`config.mk`:
```
export PLATFORM = sky130hd
export DESIGN_NAME = ipr_cause_report
export DESIGN_NICKNAME = d
export VERILOG_FILES = /design/src/ipr_pkg.sv /design/src/ipr_cause_latch.sv /design/src/ipr_edge_detect.sv /design/src/ipr_cause_report.sv
export SDC_FILE = /design/constraint.sdc
export NUM_CORES = 1
export LEC_CHECK = 0
export ABC_AREA = 0
export BUFFER_PORTS_ARGS = -buffer_cell sky130_fd_sc_hd__buf_2
export CORE_ASPECT_RATIO = 1.25
export CORE_UTILIZATION = 48
export DETAILED_ROUTE_END_ITERATION = 16
export GPL_TIMING_DRIVEN = 0
export HOLD_SLACK_MARGIN = 0.02
export MAX_ROUTING_LAYER = met4
export PLACE_DENSITY_LB_ADDON = 0.08
export SYNTH_ARGS = -nofsm -noshare
export SYNTH_HDL_FRONTEND = slang
export SYNTH_SLANG_ARGS = --single-unit
```
`constraint.sdc`:
```
create_clock -name clock -period 26.3 [get_ports clock]
set_input_delay 1.315 -clock clock [delete_from_list [all_inputs] [get_ports clock]]
set_output_delay 1.315 -clock clock [all_outputs]
set_load 0.03 [all_outputs]
```
`src/ipr_pkg.sv`:
```
package ipr_pkg;

  // source identifier codes, one per reporting peripheral
  typedef enum logic [4:0] {
    SYSTEM_CONTROLLER_SOURCE = 5'h00,
    ANALOGUE_BLOCK_SOURCE    = 5'h01,
    SERIAL_PORT0_SOURCE      = 5'h02,
    SERIAL_PORT1_SOURCE      = 5'h03,
    TIMER0_SOURCE            = 5'h04,
    TIMER1_SOURCE            = 5'h05,
    TIMER2_SOURCE            = 5'h06,
    TIMER3_SOURCE            = 5'h07,
    TIMER4_SOURCE            = 5'h08,
    TIMER5_SOURCE            = 5'h09,
    TIMER6_SOURCE            = 5'h0a,
    TIMER7_SOURCE            = 5'h0b,
    TIMER8_SOURCE            = 5'h0c,
    TICK_TIMER_SOURCE        = 5'h0d,
    TWO_WIRE_SOURCE          = 5'h0e,
    SERIAL_MASTER_SOURCE     = 5'h0f,
    SERIAL_SLAVE_SOURCE      = 5'h10,
    FLASH_ERROR_SOURCE       = 5'h11,
    INFRARED_SOURCE          = 5'h12,
    CIPHER_ENGINE_SOURCE     = 5'h13
  } ipr_source_t;

  // report sequencer states
  typedef enum logic [1:0] {
    IPR_SCAN = 2'b01,
    IPR_HOLD = 2'b10
  } ipr_state_t;

  localparam int NUM_SOURCES = 20;
  localparam int NUM_TIMERS = 9;
  localparam int NUM_IO_LINES = 20;
  localparam int CAUSE_WIDTH = 32;
  localparam int SERIAL_CODE_WIDTH = 3;
  localparam int FIRST_TIMER_INDEX = 4;
  localparam int SERIAL_PORT0_INDEX = 2;
  localparam int SERIAL_PORT1_INDEX = 3;

  // system controller cause bit positions
  localparam int CLOCK_SWITCH_BIT = 31;
  localparam int RANDOM_VALUE_BIT = 30;
  localparam int COMPARATOR1_BIT = 29;
  localparam int COMPARATOR0_BIT = 28;
  localparam int WAKE_TIMER1_BIT = 27;
  localparam int WAKE_TIMER0_BIT = 26;
  localparam int BROWNOUT_ENTER_BIT = 25;
  localparam int BROWNOUT_EXIT_BIT = 24;
  localparam int PULSE_COUNTER1_BIT = 23;
  localparam int PULSE_COUNTER0_BIT = 22;
  localparam int IO_LINE0_BIT = 0;

  // analogue block cause bit positions
  localparam int ADC_BUFFER_OVERFLOW_BIT = 4;
  localparam int ADC_BUFFER_FULL_BIT = 3;
  localparam int ADC_BUFFER_HALF_BIT = 2;
  localparam int ADC_ACCUMULATED_READY_BIT = 1;
  localparam int ADC_SAMPLE_READY_BIT = 0;

  // timer, tick, infrared and single-event bit positions
  localparam int TIMER_RISING_BIT = 1;
  localparam int TIMER_PERIOD_END_BIT = 0;
  localparam int TICK_BIT = 0;
  localparam int INFRARED_DONE_BIT = 0;
  localparam int SINGLE_EVENT_BIT = 0;

  // two-wire bus cause masks
  localparam logic [31:0] MASTER_TRANSFER_DONE_MASK = 32'h0000_0001;
  localparam logic [31:0] ARBITRATION_LOST_MASK = 32'h0000_0002;
  localparam logic [31:0] MASTER_NO_ACK_MASK = 32'h0000_0004;
  localparam logic [31:0] SLAVE_TX_STOP_SEEN_MASK = 32'h0000_0008;
  localparam logic [31:0] TWO_WIRE_BUS_ERROR_MASK = 32'h0000_0040;
  localparam logic [31:0] MASTER_TX_DATA_REQUEST_MASK = 32'h0000_0080;
  localparam logic [31:0] SLAVE_TX_DATA_REQUEST_MASK = 32'h0000_0100;

  // reset values
  localparam logic [31:0] CAUSE_RESET = 32'h0000_0000;
  localparam logic [4:0] SOURCE_RESET = 5'h00;

endpackage

```
`src/ipr_cause_latch.sv`:
```
`timescale 1ns/1ps
module ipr_cause_latch
  import ipr_pkg::*;
#(
  parameter int WIDTH = 32
) (
  input wire logic clock,
  input wire logic rst,
  input wire logic [WIDTH-1:0] setBits,
  input wire logic [WIDTH-1:0] clearBits,
  input wire logic enable,
  output logic [WIDTH-1:0] pending,
  output logic request
);

  logic [WIDTH-1:0] pending_q;

  // sticky bits; a set in the same cycle as its clear survives
  always_ff @(posedge clock or posedge rst) begin
    if (rst) begin
      pending_q <= '0;
    end else begin
      pending_q <= (pending_q & ~clearBits) | setBits;
    end
  end

  assign pending = pending_q;
  // request is a level that stays up while anything enabled is pending
  assign request = enable & (|pending_q);

endmodule

```
`src/ipr_edge_detect.sv`:
```
`timescale 1ns/1ps
module ipr_edge_detect
  import ipr_pkg::*;
#(
  parameter int WIDTH = 9
) (
  input wire logic clock,
  input wire logic rst,
  input wire logic [WIDTH-1:0] level,
  output logic [WIDTH-1:0] rising,
  output logic [WIDTH-1:0] falling
);

  logic [WIDTH-1:0] prev_q;

  // inputs come from logic on this clock, so no synchroniser is needed
  always_ff @(posedge clock or posedge rst) begin
    if (rst) begin
      prev_q <= '0;
    end else begin
      prev_q <= level;
    end
  end

  // a level already high at reset release shows as one rising edge
  assign rising = level & ~prev_q;
  assign falling = ~level & prev_q;

endmodule

```
`src/ipr_cause_report.sv`:
```
`timescale 1ns/1ps
// Summary of operation
// [RULE_01] every report names its source peripheral
// [RULE_02] report carries a 32-bit cause word
// [RULE_03] serial ports report an enumerated code instead
// [RULE_04] system bit 31 marks clock source switch
// [RULE_05] system bit 30 marks new random value
// [RULE_06] bits 29..26: comparators, then wake timers
// [RULE_07] bit 25 brownout entered, bit 24 exited
// [RULE_08] bits 23, 22: pulse counters hit reference
// [RULE_09] io line events sit at their line number
// [RULE_10] adc buffer overflow, full, half: bits 4..2
// [RULE_11] bit 1 accumulated sample, accumulation mode only
// [RULE_12] bit 0 single conversion done, every mode
// [RULE_13] timer bit 1 on enabled rising output
// [RULE_14] timer bit 0 on enabled period end
// [RULE_15] tick timer always reports bit 0
// [RULE_16] infrared bit 0 on transmission done
// [RULE_17] mask 0x0001 master transfer done, master only
// [RULE_18] mask 0x0002 arbitration lost, either role
// [RULE_19] mask 0x0004 master transmitter got no ack
// [RULE_20] mask 0x0008 slave transmitter saw stop
// [RULE_21] mask 0x0040 two-wire bus error
// [RULE_22] data request: 0x0080 master, 0x0100 slave
// [RULE_23] causes stick until serviced; request holds meanwhile
module ipr_cause_report
  import ipr_pkg::*;
#(
  parameter int TIMERS = NUM_TIMERS,
  parameter int IO_LINES = NUM_IO_LINES
) (
  input wire logic clock,
  input wire logic rst,
  // system controller events, one-cycle pulses
  input wire logic clockSwitchEvent,
  input wire logic randomValueEvent,
  input wire logic comparator1Event,
  input wire logic comparator0Event,
  input wire logic wakeTimer1Event,
  input wire logic wakeTimer0Event,
  input wire logic brownoutEnterEvent,
  input wire logic brownoutExitEvent,
  input wire logic pulseCounter1Event,
  input wire logic pulseCounter0Event,
  input wire logic [IO_LINES-1:0] ioLineEvent,
  // analogue block events
  input wire logic adcBufferOverflowEvent,
  input wire logic adcBufferFullEvent,
  input wire logic adcBufferHalfEvent,
  input wire logic adcAccumulatedReadyEvent,
  input wire logic adcSampleReadyEvent,
  input wire logic adcAccumulateMode,
  // general timers
  input wire logic [TIMERS-1:0] timerOutput,
  input wire logic [TIMERS-1:0] timerRisingIntEnable,
  input wire logic [TIMERS-1:0] timerPeriodIntEnable,
  // tick timer and infrared
  input wire logic tickEvent,
  input wire logic infraredDoneEvent,
  // two-wire bus
  input wire logic twoWireMasterMode,
  input wire logic masterTransferDone,
  input wire logic arbitrationLost,
  input wire logic masterNoAck,
  input wire logic slaveTxStopSeen,
  input wire logic twoWireBusError,
  input wire logic txDataRequest,
  // serial master and slave raw cause pulses
  input wire logic [CAUSE_WIDTH-1:0] serialMasterEvents,
  input wire logic [CAUSE_WIDTH-1:0] serialSlaveEvents,
  // flash error and cipher engine
  input wire logic flashErrorEvent,
  input wire logic cipherDoneEvent,
  // serial ports keep their own request level and reason code
  input wire logic serialPort0Request,
  input wire logic [SERIAL_CODE_WIDTH-1:0] serialPort0Code,
  input wire logic serialPort1Request,
  input wire logic [SERIAL_CODE_WIDTH-1:0] serialPort1Code,
  // per-source enables and service handshake
  input wire logic [NUM_SOURCES-1:0] sourceEnable,
  input wire logic reportAck,
  output logic reportValid,
  output ipr_source_t sourceIdentifier,
  output logic [CAUSE_WIDTH-1:0] causeWord,
  output logic [NUM_SOURCES-1:0] sourceRequest,
  output logic interruptRequest
);

  logic [CAUSE_WIDTH-1:0] setVec [NUM_SOURCES];
  logic [CAUSE_WIDTH-1:0] clearVec [NUM_SOURCES];
  logic [CAUSE_WIDTH-1:0] pendingVec [NUM_SOURCES];
  logic [TIMERS-1:0] timerRise;
  logic [TIMERS-1:0] timerFall;
  logic [CAUSE_WIDTH-1:0] systemSet;
  logic [CAUSE_WIDTH-1:0] analogueSet;
  logic [CAUSE_WIDTH-1:0] twoWireSet;
  logic pickFound;
  ipr_source_t pickSource;
  logic [4:0] pickIndex;
  ipr_state_t state_q;
  ipr_state_t state_d;
  ipr_source_t sourceId_q;
  logic [CAUSE_WIDTH-1:0] cause_q;
  logic serviceDone;

  // timer output edges, gated later by each timer's own enables
  ipr_edge_detect #(
    .WIDTH(TIMERS)
  ) u_timer_edges (
    .clock(clock),
    .rst(rst),
    .level(timerOutput),
    .rising(timerRise),
    .falling(timerFall)
  );

  // system controller cause word assembly
  always_comb begin
    systemSet = CAUSE_RESET;
    systemSet[CLOCK_SWITCH_BIT] = clockSwitchEvent; // [RULE_04]
    systemSet[RANDOM_VALUE_BIT] = randomValueEvent; // [RULE_05]
    systemSet[COMPARATOR1_BIT] = comparator1Event; // [RULE_06]
    systemSet[COMPARATOR0_BIT] = comparator0Event; // [RULE_06]
    systemSet[WAKE_TIMER1_BIT] = wakeTimer1Event; // [RULE_06]
    systemSet[WAKE_TIMER0_BIT] = wakeTimer0Event; // [RULE_06]
    systemSet[BROWNOUT_ENTER_BIT] = brownoutEnterEvent; // [RULE_07]
    systemSet[BROWNOUT_EXIT_BIT] = brownoutExitEvent; // [RULE_07]
    systemSet[PULSE_COUNTER1_BIT] = pulseCounter1Event; // [RULE_08]
    systemSet[PULSE_COUNTER0_BIT] = pulseCounter0Event; // [RULE_08]
    systemSet[IO_LINE0_BIT +: IO_LINES] = ioLineEvent; // [RULE_09]
  end

  // analogue block; the accumulated flag means nothing outside accumulation
  always_comb begin
    analogueSet = CAUSE_RESET;
    analogueSet[ADC_BUFFER_OVERFLOW_BIT] = adcBufferOverflowEvent; // [RULE_10]
    analogueSet[ADC_BUFFER_FULL_BIT] = adcBufferFullEvent; // [RULE_10]
    analogueSet[ADC_BUFFER_HALF_BIT] = adcBufferHalfEvent; // [RULE_10]
    analogueSet[ADC_ACCUMULATED_READY_BIT] = adcAccumulatedReadyEvent
        & adcAccumulateMode; // [RULE_11]
    analogueSet[ADC_SAMPLE_READY_BIT] = adcSampleReadyEvent; // [RULE_12]
  end

  // two-wire bus; role-specific causes are filtered by the current role
  always_comb begin
    twoWireSet = CAUSE_RESET;
    if (twoWireMasterMode) begin
      if (masterTransferDone) begin
        twoWireSet = twoWireSet | MASTER_TRANSFER_DONE_MASK; // [RULE_17]
      end
      if (masterNoAck) begin
        twoWireSet = twoWireSet | MASTER_NO_ACK_MASK; // [RULE_19]
      end
      if (txDataRequest) begin
        twoWireSet = twoWireSet | MASTER_TX_DATA_REQUEST_MASK; // [RULE_22]
      end
    end else begin
      if (slaveTxStopSeen) begin
        twoWireSet = twoWireSet | SLAVE_TX_STOP_SEEN_MASK; // [RULE_20]
      end
      if (txDataRequest) begin
        twoWireSet = twoWireSet | SLAVE_TX_DATA_REQUEST_MASK; // [RULE_22]
      end
    end
    if (arbitrationLost) begin
      twoWireSet = twoWireSet | ARBITRATION_LOST_MASK; // [RULE_18]
    end
    if (twoWireBusError) begin
      twoWireSet = twoWireSet | TWO_WIRE_BUS_ERROR_MASK; // [RULE_21]
    end
  end

  // route every source's set pulses into its own slot
  always_comb begin
    for (int s = 0; s < NUM_SOURCES; s++) begin
      setVec[s] = CAUSE_RESET;
    end
    setVec[SYSTEM_CONTROLLER_SOURCE] = systemSet;
    setVec[ANALOGUE_BLOCK_SOURCE] = analogueSet;
    for (int t = 0; t < TIMERS; t++) begin
      setVec[FIRST_TIMER_INDEX + t][TIMER_RISING_BIT] =
          timerRise[t] & timerRisingIntEnable[t]; // [RULE_13]
      setVec[FIRST_TIMER_INDEX + t][TIMER_PERIOD_END_BIT] =
          timerFall[t] & timerPeriodIntEnable[t]; // [RULE_14]
    end
    setVec[TICK_TIMER_SOURCE][TICK_BIT] = tickEvent; // [RULE_15]
    setVec[TWO_WIRE_SOURCE] = twoWireSet;
    setVec[SERIAL_MASTER_SOURCE] = serialMasterEvents;
    setVec[SERIAL_SLAVE_SOURCE] = serialSlaveEvents;
    setVec[FLASH_ERROR_SOURCE][SINGLE_EVENT_BIT] = flashErrorEvent;
    setVec[INFRARED_SOURCE][INFRARED_DONE_BIT] = infraredDoneEvent; // [RULE_16]
    setVec[CIPHER_ENGINE_SOURCE][SINGLE_EVENT_BIT] = cipherDoneEvent;
  end

  // service clears exactly the bits it was shown, later arrivals stay
  assign serviceDone = (state_q == IPR_HOLD) & reportAck;

  // one sticky latch per bitmap source, serial ports pass their code through
  for (genvar g = 0; g < NUM_SOURCES; g++) begin : g_source
    if (g == SERIAL_PORT0_INDEX || g == SERIAL_PORT1_INDEX) begin : g_code
      logic req;
      logic [SERIAL_CODE_WIDTH-1:0] code;
      assign req = (g == SERIAL_PORT0_INDEX) ? serialPort0Request : serialPort1Request;
      assign code = (g == SERIAL_PORT0_INDEX) ? serialPort0Code : serialPort1Code;
      // the port drops its own request once its reason is dealt with
      assign pendingVec[g] = {{(CAUSE_WIDTH - SERIAL_CODE_WIDTH){1'b0}}, code}; // [RULE_03]
      assign sourceRequest[g] = req & sourceEnable[g];
      assign clearVec[g] = CAUSE_RESET;
    end else begin : g_bits
      assign clearVec[g] = (serviceDone && sourceId_q == ipr_source_t'(g)) ?
          cause_q : CAUSE_RESET;
      ipr_cause_latch #(
        .WIDTH(CAUSE_WIDTH)
      ) u_latch (
        .clock(clock),
        .rst(rst),
        .setBits(setVec[g]),
        .clearBits(clearVec[g]),
        .enable(sourceEnable[g]),
        .pending(pendingVec[g]),
        .request(sourceRequest[g])
      ); // [RULE_23]
    end
  end

  // fixed priority: the lowest source number wins
  always_comb begin
    pickFound = 1'b0;
    pickIndex = 5'h00;
    for (int i = NUM_SOURCES - 1; i >= 0; i--) begin
      if (sourceRequest[i]) begin
        pickFound = 1'b1;
        pickIndex = 5'(i);
      end
    end
    pickSource = ipr_source_t'(pickIndex);
  end

  // sequencer: present one report and hold it until acknowledged
  always_comb begin
    state_d = state_q;
    unique case (state_q)
      IPR_SCAN: begin
        if (pickFound) begin
          state_d = IPR_HOLD;
        end
      end
      IPR_HOLD: begin
        if (reportAck) begin
          state_d = IPR_SCAN;
        end
      end
      default: begin
        state_d = IPR_SCAN;
      end
    endcase
  end

  always_ff @(posedge clock or posedge rst) begin
    if (rst) begin
      state_q <= IPR_SCAN;
    end else begin
      state_q <= state_d;
    end
  end

  // capture identifier and cause word together so they always match
  always_ff @(posedge clock or posedge rst) begin
    if (rst) begin
      sourceId_q <= ipr_source_t'(SOURCE_RESET);
      cause_q <= CAUSE_RESET;
    end else if (state_q == IPR_SCAN && pickFound) begin
      sourceId_q <= pickSource; // [RULE_01]
      cause_q <= pendingVec[pickIndex]; // [RULE_02]
    end
  end

  assign reportValid = (state_q == IPR_HOLD);
  assign sourceIdentifier = sourceId_q;
  assign causeWord = cause_q;
  // level request to the processor; stays up while anything enabled waits
  assign interruptRequest = |sourceRequest; // [RULE_23]

endmodule

```
==> impl_metrics.py, run 1 <==
metrics = {
    "critical_path": {
        "r2r_start": "g_source[18].g_bits.u_latch.pending[6]",
        "start_kind": "flip-flop",
        "crit_buf_inv": 4,
        "slowest_delay_ns": 0.87,
        "endpoint_kind": "flip-flop",
        "crit_fanout": 10,
        "required_ns": 26.73,
        "reg2regPathDepth": 14,
        "cpMostUsedCell": "buf_1",
        "crit_path_top_delay_cell": "buf_1",
        "crit_type": "reg -> reg",
        "worst-r2r-setup-slack_ns": 20.35,
        "crit_arrival_ns": 6.39,
        "path_delay_family": "buffers and inverters",
        "reg2reg_to": "causeWord[11]",
        "path_cells": "nor4_1, nand4_1, o21ai_0, inv_1, o211ai_1, a211o_1, a21o_1, buf_2, buf_1, buf_1, nand2_1, nand3_1, a32oi_1, o31ai_1",
    },
    "logic_synthesis": {
        "synth_compound_area_frac": 0.2248,
        "yosysWarningCount": 0,
        "synth_edf_count": 0,
        "synth_xor_area_frac": 0,
        "ys_ff_latch": 624,
        "synth_seq_area_share": 0.5539,
        "netlist_instances": 2591,
        "synth_simple_gate_area_share": 0.1198,
        "synth.area.mux_share": 0.05951,
        "ys.flop_type": "dfrtp_1",
        "async_reset_ff_frac": 1.000,
        "syn_avg_cell_area_um2": 10.88,
        "synth_top_family_by_area": "compound AO/OA/AOI/OAI gates",
        "synth_cell_types": 62,
        "synth_area_mm2": 0.02819,
        "syn_nets": 2760,
        "synthAdderAreaFrac": 0,
    },
    "power_and_ir_drop": {
        "seqPwrFrac": 0.389,
        "vdd_ir_drop_max_mv": 0.05884,
        "powerDensity_mw_per_mm2": 80.66,
        "clockPowerShare": 0.358,
        "p_sw_uw": 965.2,
        "swShare": 0.3676,
        "p_int_uw": 1660,
        "power_frac_comb": 0.253,
        "leakagePower_uw": 0.01419,
        "power_uw": 2625,
    },
    "placed_design": {
        "pre_cts_slack_ns": 20.86,
        "numPortBuffers": 227,
        "hpwl_mm": 95.04,
        "gp_congestion": 1.053,
        "place_area_mm2": 0.03041,
    },
    "worst_hold_path": {
        "hold_depth": 1,
        "min_path_type": "reg -> reg",
        "hold_path_end": "g_source[17].g_bits.u_latch.pending[0]",
        "min-delay-start": "g_source[17].g_bits.u_latch.pending[0]",
    },
    "clock_network": {
        "htree_levels": 3,
        "clockRootBuffer": "clkbuf_16",
        "cts_buffer_depth": 3,
        "cts_resized": 0,
        "numCtsBuffers": 67,
        "worstSkewPairLatency_ns": 0.63,
        "ctsHoldBuffers": 0,
        "cts_sinks": 624,
        "clk_pin_slew_ns": 0.06,
        "post-cts-setup-buffers": 0,
        "cts_tree": "done",
    },
    "sta": {
        "whs_ns": 0.5097,
        "min_period_ns": 5.954,
        "maxSlewHeadroom": 0.08440,
        "finalCritPeriodShare": 0.2264,
        "fmax_ghz": 0.1680,
        "hold_viol": 0,
        "rsz0062_at_grt": "false",
        "setup_viol": 0,
        "timing.final.max_slew_violations": 0,
        "fin_setup_tns_ns": 0,
        "worstMarginPinSlew_ns": 1.363,
        "finClkSkew_ns": 0.02490,
        "setup_ws_ns": 20.35,
    },
    "finish": {
        "drive_gt1_frac": 0.1538,
        "syn_to_final_growth_pct": 15.45,
        "design_area_mm2": 0.03255,
        "layout.cells.most_common": "dfrtp_1",
        "multiInputGateArea_mm2": 0.01139,
        "layout.nets": 3061,
        "ff_latch_area_mm2": 0.01562,
        "layout_common_cells": "dfrtp_1 (623), a21boi_0 (435), nand2_1 (363)",
        "fill_cells": 5174,
    },
    "global_route": {
        "grt_start_max_net_pins": 126,
        "gr-usage-all-layers": 0.4301,
        "grt.overflow.total": 0,
        "grt_pass1_vias": 24510,
        "grt_pass1_wl_mm": 175.2,
        "antenna_found_initial": 0,
    },
    "detailed_routing": {
        "wl_mm": 123.4,
        "viasPerCell": 6.704,
        "post_drt_wl_per_cell_um": 33.44,
        "drc": 0,
        "drt-initial-drc-count": 3251,
        "antenna_left": 0,
        "dr_total_vias": 24740,
        "dr.pass1.iters": 6,
    },
    "floorplanning": {
        "core_area_mm2": 0.05763,
        "initial_core_util": 0.4892,
        "die_area_mm2": 0.05972,
        "ios": 228,
        "num_rows": 98,
        "die_h_um": 273.0,
        "die_w_um": 218.8,
    },
    "run": {
        "maxCapViolCount": 0,
    },
    "run_status": {
        "status": "finished, final reports clean",
    },
}
[synth_stat cells, types with 16 or more instances]
library cell  number  area, um^2
buf_4             30       225.2
mux2i_1           90       900.9
a21boi_0         435        3266
buf_1             16       60.06
dfrtp_1          623       15590
a21oi_1           36       180.2
a221oi_1          27       236.5
nor4_1           145       907.1
inv_1             40       150.1
mux4_2            28       630.6
nand4_1           53       331.6
a311oi_1          16       140.1
nand3_1           54       270.3
o21ai_0           47       235.2
buf_2             33       165.2
clkbuf_1         148       555.5
nor2_1            48       180.2
o21a_1            25       187.7
a32oi_1           29       254.0
a21o_1           106       795.8
nand2_1          363        1363
a22o_1            16       140.1
[stage by stage]
stage / utilization / cells
global placement: 0.5252 / 3568
global route: 0.5647 / 3688
detailed placement: 0.5277 / 3573
finish: 0.5648 / 3690
floorplan: - / 2591
CTS: 0.5647 / 3688
[flip-flops by register name, indices dropped and copies added, names as in the netlist]
register                         count
sourceIdentifier                     5
state_q                              2
causeWord                           32
g_source.g_bits.u_latch.pending    576
u_timer_edges.prev_q                 9
[routing by layer]
layer  part of all wire  vias to the layer above  track usage  wire length (um)
met5                  0                        -            -                 0
met4              0.067                        0       0.2516              8267
met3              0.087                      388      0.07846             10750
met2               0.46                     1623       0.6450             56490
met1               0.39                    12580       0.5455             47900
li1                   -                    10140            -                 -
[how the worst max path moves through the flow]
| stage | from | end | slack (ns) | depth (start not counted) |
|---|---|---|---|---|
| floorplan | rst | causeWord[0] | 7.51 | 1 |
| global placement | rst | u_timer_edges.prev_q[5] | 0.96 | 2 |
| detailed placement | g_source[18].g_bits.u_latch.pending[6] | causeWord[11] | 20.86 | 14 |
| CTS | g_source[18].g_bits.u_latch.pending[6] | causeWord[11] | 20.80 | 14 |
| global route | g_source[18].g_bits.u_latch.pending[6] | causeWord[13] | 20.39 | 14 |
| finish | g_source[18].g_bits.u_latch.pending[6] | causeWord[11] | 20.35 | 14 |
[power by group through the flow]
stage	clock network, uW	registers [uW]	logic (uW)
3_5_place_dp	0	1040	634
5_1_grt	983	1020	672
6_report	940	1020	664
3_3_place_gp	0	1040	629
2_1_floorplan	0	1080	262
4_1_cts	946	1020	636
[cell families (layout without fill, tap and decap cells)]
group / count (synthesis) / in the layout
AO/OA/AOI/OAI: 855 / 855
buffers and inverters: 270 / 617
flip-flops: 624 / 624
multiplexers: 131 / 131
other: 0 / 2
AND/OR/NAND/NOR: 711 / 711
[final cells by class]
class	instances	area share
Antenna cell	2	0.0001538
Tap cell	750	0.02883
Inverter	41	0.004959
Buffer	229	0.03160
Clock buffer	98	0.06100
Timing Repair Buffer	232	0.03913
Clock inverter	17	0.004497
Sequential cell	624	0.4798
Multi-Input combinational cell	1697	0.3501
[worst register-to-register path, delay by kind of cell (launching register included)]
| kind | cells | cell delay [ns] |
|---|---|---|
| buffers and inverters | 4 | 2.04 |
| and+or+nand+nor | 4 | 1.27 |
| AOI/OAI and AO/OA | 6 | 2.01 |
| DFF | 1 | 0.45 |
Power figures use the tool's default switching activity.
==> run 2, diff against run 1 <==
--- a/config.mk
+++ b/config.mk
@@ -5,7 +5,7 @@
 export SDC_FILE = /design/constraint.sdc
 export NUM_CORES = 1
 export LEC_CHECK = 0
-export ABC_AREA = 0
+export ABC_AREA = 1
 export BUFFER_PORTS_ARGS = -buffer_cell sky130_fd_sc_hd__buf_2
 export CORE_ASPECT_RATIO = 1.25
 export CORE_UTILIZATION = 48
==> constraint.sdc (replaced) <==
create_clock -name clock -period 4.9 [get_ports clock]
set_input_delay 0.245 -clock clock [delete_from_list [all_inputs] [get_ports clock]]
set_output_delay 0.245 -clock clock [all_outputs]
set_load 0.03 [all_outputs]
==> run 2 against run 1 <==
Compared with the run above:
- the run now ends with setup timing left
- critical path type unchanged
- clock power grew to 5.8 times the previous value
- sequential share of layout area is 5.9 points lower
- total power grew to 5.6 times the previous value
- final cell count is 46% higher
- combinational power grew to 5.6 times the previous value
- first-iteration DRC count is 4.6% higher
- area after synthesis is 8.9% higher
==> impl_metrics.py, run 2 <==
metrics = {
    "run_status": {
        "status": "complete, but fails checks",
        "violations": "setup timing",
    },
    "finish": {
        "multiInputGateArea_mm2": 0.01090,
        "largest_reg_flops": 576,
        "layout_common_cells": "inv_1 (828), nand2_1 (704), dfrtp_1 (623)",
        "layout.nets": 4646,
        "layout.cells.most_common": "inv_1",
        "fill_cells": 6117,
        "drive_gt1_frac": 0.1133,
        "ff_latch_area_mm2": 0.01562,
        "syn_to_final_growth_pct": 20.98,
    },
    "sta": {
        "setup_ws_ns": -0.006871,
        "min_period_ns": 4.907,
        "maxSlewHeadroom": 0.1887,
        "whs_ns": 0.1529,
        "setup_viol": 2,
        "fmax_ghz": 0.2038,
        "finalCritPeriodShare": 1.001,
        "worstMarginPinSlew_ns": 1.217,
        "timing.final.max_slew_violations": 0,
        "fin_setup_tns_ns": -0.009979,
        "finClkSkew_ns": 0.02857,
        "hold_viol": 0,
    },
    "global_route": {
        "grt.overflow.total": 0,
        "grt_pass1_vias": 29380,
        "grt_pass1_wl_mm": 201.9,
        "grt_start_max_net_pins": 40,
        "gr-usage-all-layers": 0.4488,
        "antenna_found_initial": 6,
    },
    "detailed_routing": {
        "post_drt_wl_per_cell_um": 26.49,
        "antenna_left": 0,
        "dr_total_vias": 30270,
        "dr.pass1.iters": 5,
        "drt-initial-drc-count": 3399,
        "viasPerCell": 5.633,
        "wl_mm": 142.3,
        "drc": 0,
    },
    "critical_path": {
        "slowest_delay_ns": 0.86,
        "path_cells": "nor4_1, nand4_1, o21ai_1, inv_1, nor2_2, nand2_1, nor2_1, clkbuf_1, clkbuf_1, nand2_1, nor2_1, nand2_1, nand3_1, nand2_1",
        "start_kind": "flip-flop",
        "reg2regPathDepth": 14,
        "worst-r2r-setup-slack_ns": -0.007,
        "crit_arrival_ns": 5.41,
        "r2r_start": "g_source[0].g_bits.u_latch.pending[24]",
        "path_delay_family": "simple AND/OR/NAND/NOR gates",
        "crit_buf_inv": 3,
        "reg2reg_to": "causeWord[4]",
        "cpMostUsedCell": "nand2_1",
        "required_ns": 5.40,
        "crit_path_top_delay_cell": "clkbuf_1",
        "crit_type": "reg -> reg",
        "crit_fanout": 10,
        "endpoint_kind": "flip-flop",
    },
    "clock_network": {
        "clk_pin_slew_ns": 0.06,
        "clockRootBuffer": "clkbuf_16",
        "cts_buffer_depth": 3,
        "htree_levels": 3,
        "cts_tree": "done",
        "cts_sinks": 624,
        "numCtsBuffers": 68,
        "worstSkewPairLatency_ns": 0.64,
    },
    "power_and_ir_drop": {
        "power_uw": 14680,
        "leakagePower_uw": 0.02161,
        "powerDensity_mw_per_mm2": 395.1,
        "vdd_ir_drop_max_mv": 0.2935,
    },
    "placed_design": {
        "hpwl_mm": 106.6,
        "gp_congestion": 1.029,
        "numPortBuffers": 227,
    },
    "logic_synthesis": {
        "synth_cell_types": 35,
        "async_reset_ff_frac": 1.000,
        "synth_seq_area_share": 0.5084,
        "synth.most_common_cell": "inv_1",
        "synth.area.top_cells": "dfrtp_1 (51%), inv_1 (10%), o21ai_0 (9.8%)",
        "synth_area_mm2": 0.03071,
        "synth_edf_count": 0,
        "synth_top_area_share": 0.5076,
        "netlist_instances": 4016,
        "syn_nets": 4185,
        "yosys.area.top_type": "dfrtp_1",
        "syn_avg_cell_area_um2": 7.648,
        "ys.flop_type": "dfrtp_1",
        "synth_common_cells": "inv_1 (830), nand2_1 (704), dfrtp_1 (623), o21ai_0 (600), nand3_1 (289)",
        "yosysWarningCount": 0,
        "ys_ff_latch": 624,
    },
    "floorplanning": {
        "ios": 228,
        "die_w_um": 228.3,
        "die_h_um": 284.8,
        "initial_core_util": 0.4854,
        "core_area_mm2": 0.06328,
        "num_rows": 103,
        "die_area_mm2": 0.06501,
    },
    "worst_hold_path": {
        "min_path_type": "in -> async",
    },
    "run": {
        "maxCapViolCount": 0,
    },
}
[run 2: cell count changes after synthesis, sizes merged, moves of 27 or more]
cell / change
nor4: -47
mux4: -28
nor2: +239
nand3: +236
a21o: -106
a32oi: -29
a221oi: -27
o21bai: +48
a21boi: -435
o21ai: +626
nand2: +344
mux2i: -90
inv: +801
a21oi: +60
[run 2: worst max path at each step]
stage                                                 start                                endpoint  depth (start not counted)
CTS                 g_source[11].g_bits.u_latch.pending[14]                            causeWord[7]                         15
floorplan                                               rst                            causeWord[0]                          1
global route         g_source[9].g_bits.u_latch.pending[30]                           causeWord[10]                         16
finish               g_source[0].g_bits.u_latch.pending[24]                            causeWord[4]                         14
detailed placement   g_source[15].g_bits.u_latch.pending[4]                            causeWord[4]                         19
global placement                                        rst  g_source[15].g_bits.u_latch.pending[5]                          2
[run 2: area by class of cell]
class	count	area share
clock buffers	95	0.05374
clock inverters	25	0.007880
repair buffers	392	0.07967
inverters	847	0.08580
well taps	840	0.02829
diodes	6	0.0004041
flip-flops and latches	624	0.4203
multi-input cells	2319	0.2934
plain buffers	225	0.03058
[run 2: per-stage QoR]
step	instance area (um^2)	utilization	worst slack, ns	cells
floorplan	30720	-	-3.863	4016
global placement	32910	0.5200	-7.843	5083
detailed placement	33270	0.5257	-0.6636	5101
CTS	37060	0.5857	0.02638	5364
global route	37150	0.5871	-0.04456	5370
finish	37160	0.5872	-0.006871	5373
[run 2: kinds of logic after synthesis]
logic type / count (synthesis) / synth area share
flip-flops: 624 / 0.5084
AO/OA/AOI/OAI: 862 / 0.1487
AND/OR/NAND/NOR: 1457 / 0.2050
buffers and inverters: 1073 / 0.1379
[run 2: layer usage]
metal / GRT usage / wire [um] / vias up
met1: 0.5330 / 53260 / 14500
met4: 0.2909 / 10620 / 0
met5: - / 0 / -
li1: - / - / 13540
met3: 0.09120 / 13380 / 492
met2: 0.6958 / 65070 / 1730
[run 2: repair_timing]
item                                    4_1_cts  5_1_grt
buffers inserted                              0        3
hold buffers                                144        0
endpoints found under the setup margin       34       33
hold endpoints to repair                    181        0
gates resized for setup                      23       44
[run 2: power by group]
group | internal, uW | switching, uW | total, uW
Clock | 3120 | 2290 | 5410
Combinational | 747 | 2980 | 3730
Sequential | 5360 | 187 | 5540
Total | 9230 | 5450 | 14700
[run 2: tightest hold or removal path, delay by kind of cell]
family / cells / cell delay [ns]
buf+inv: 3 / 0.91
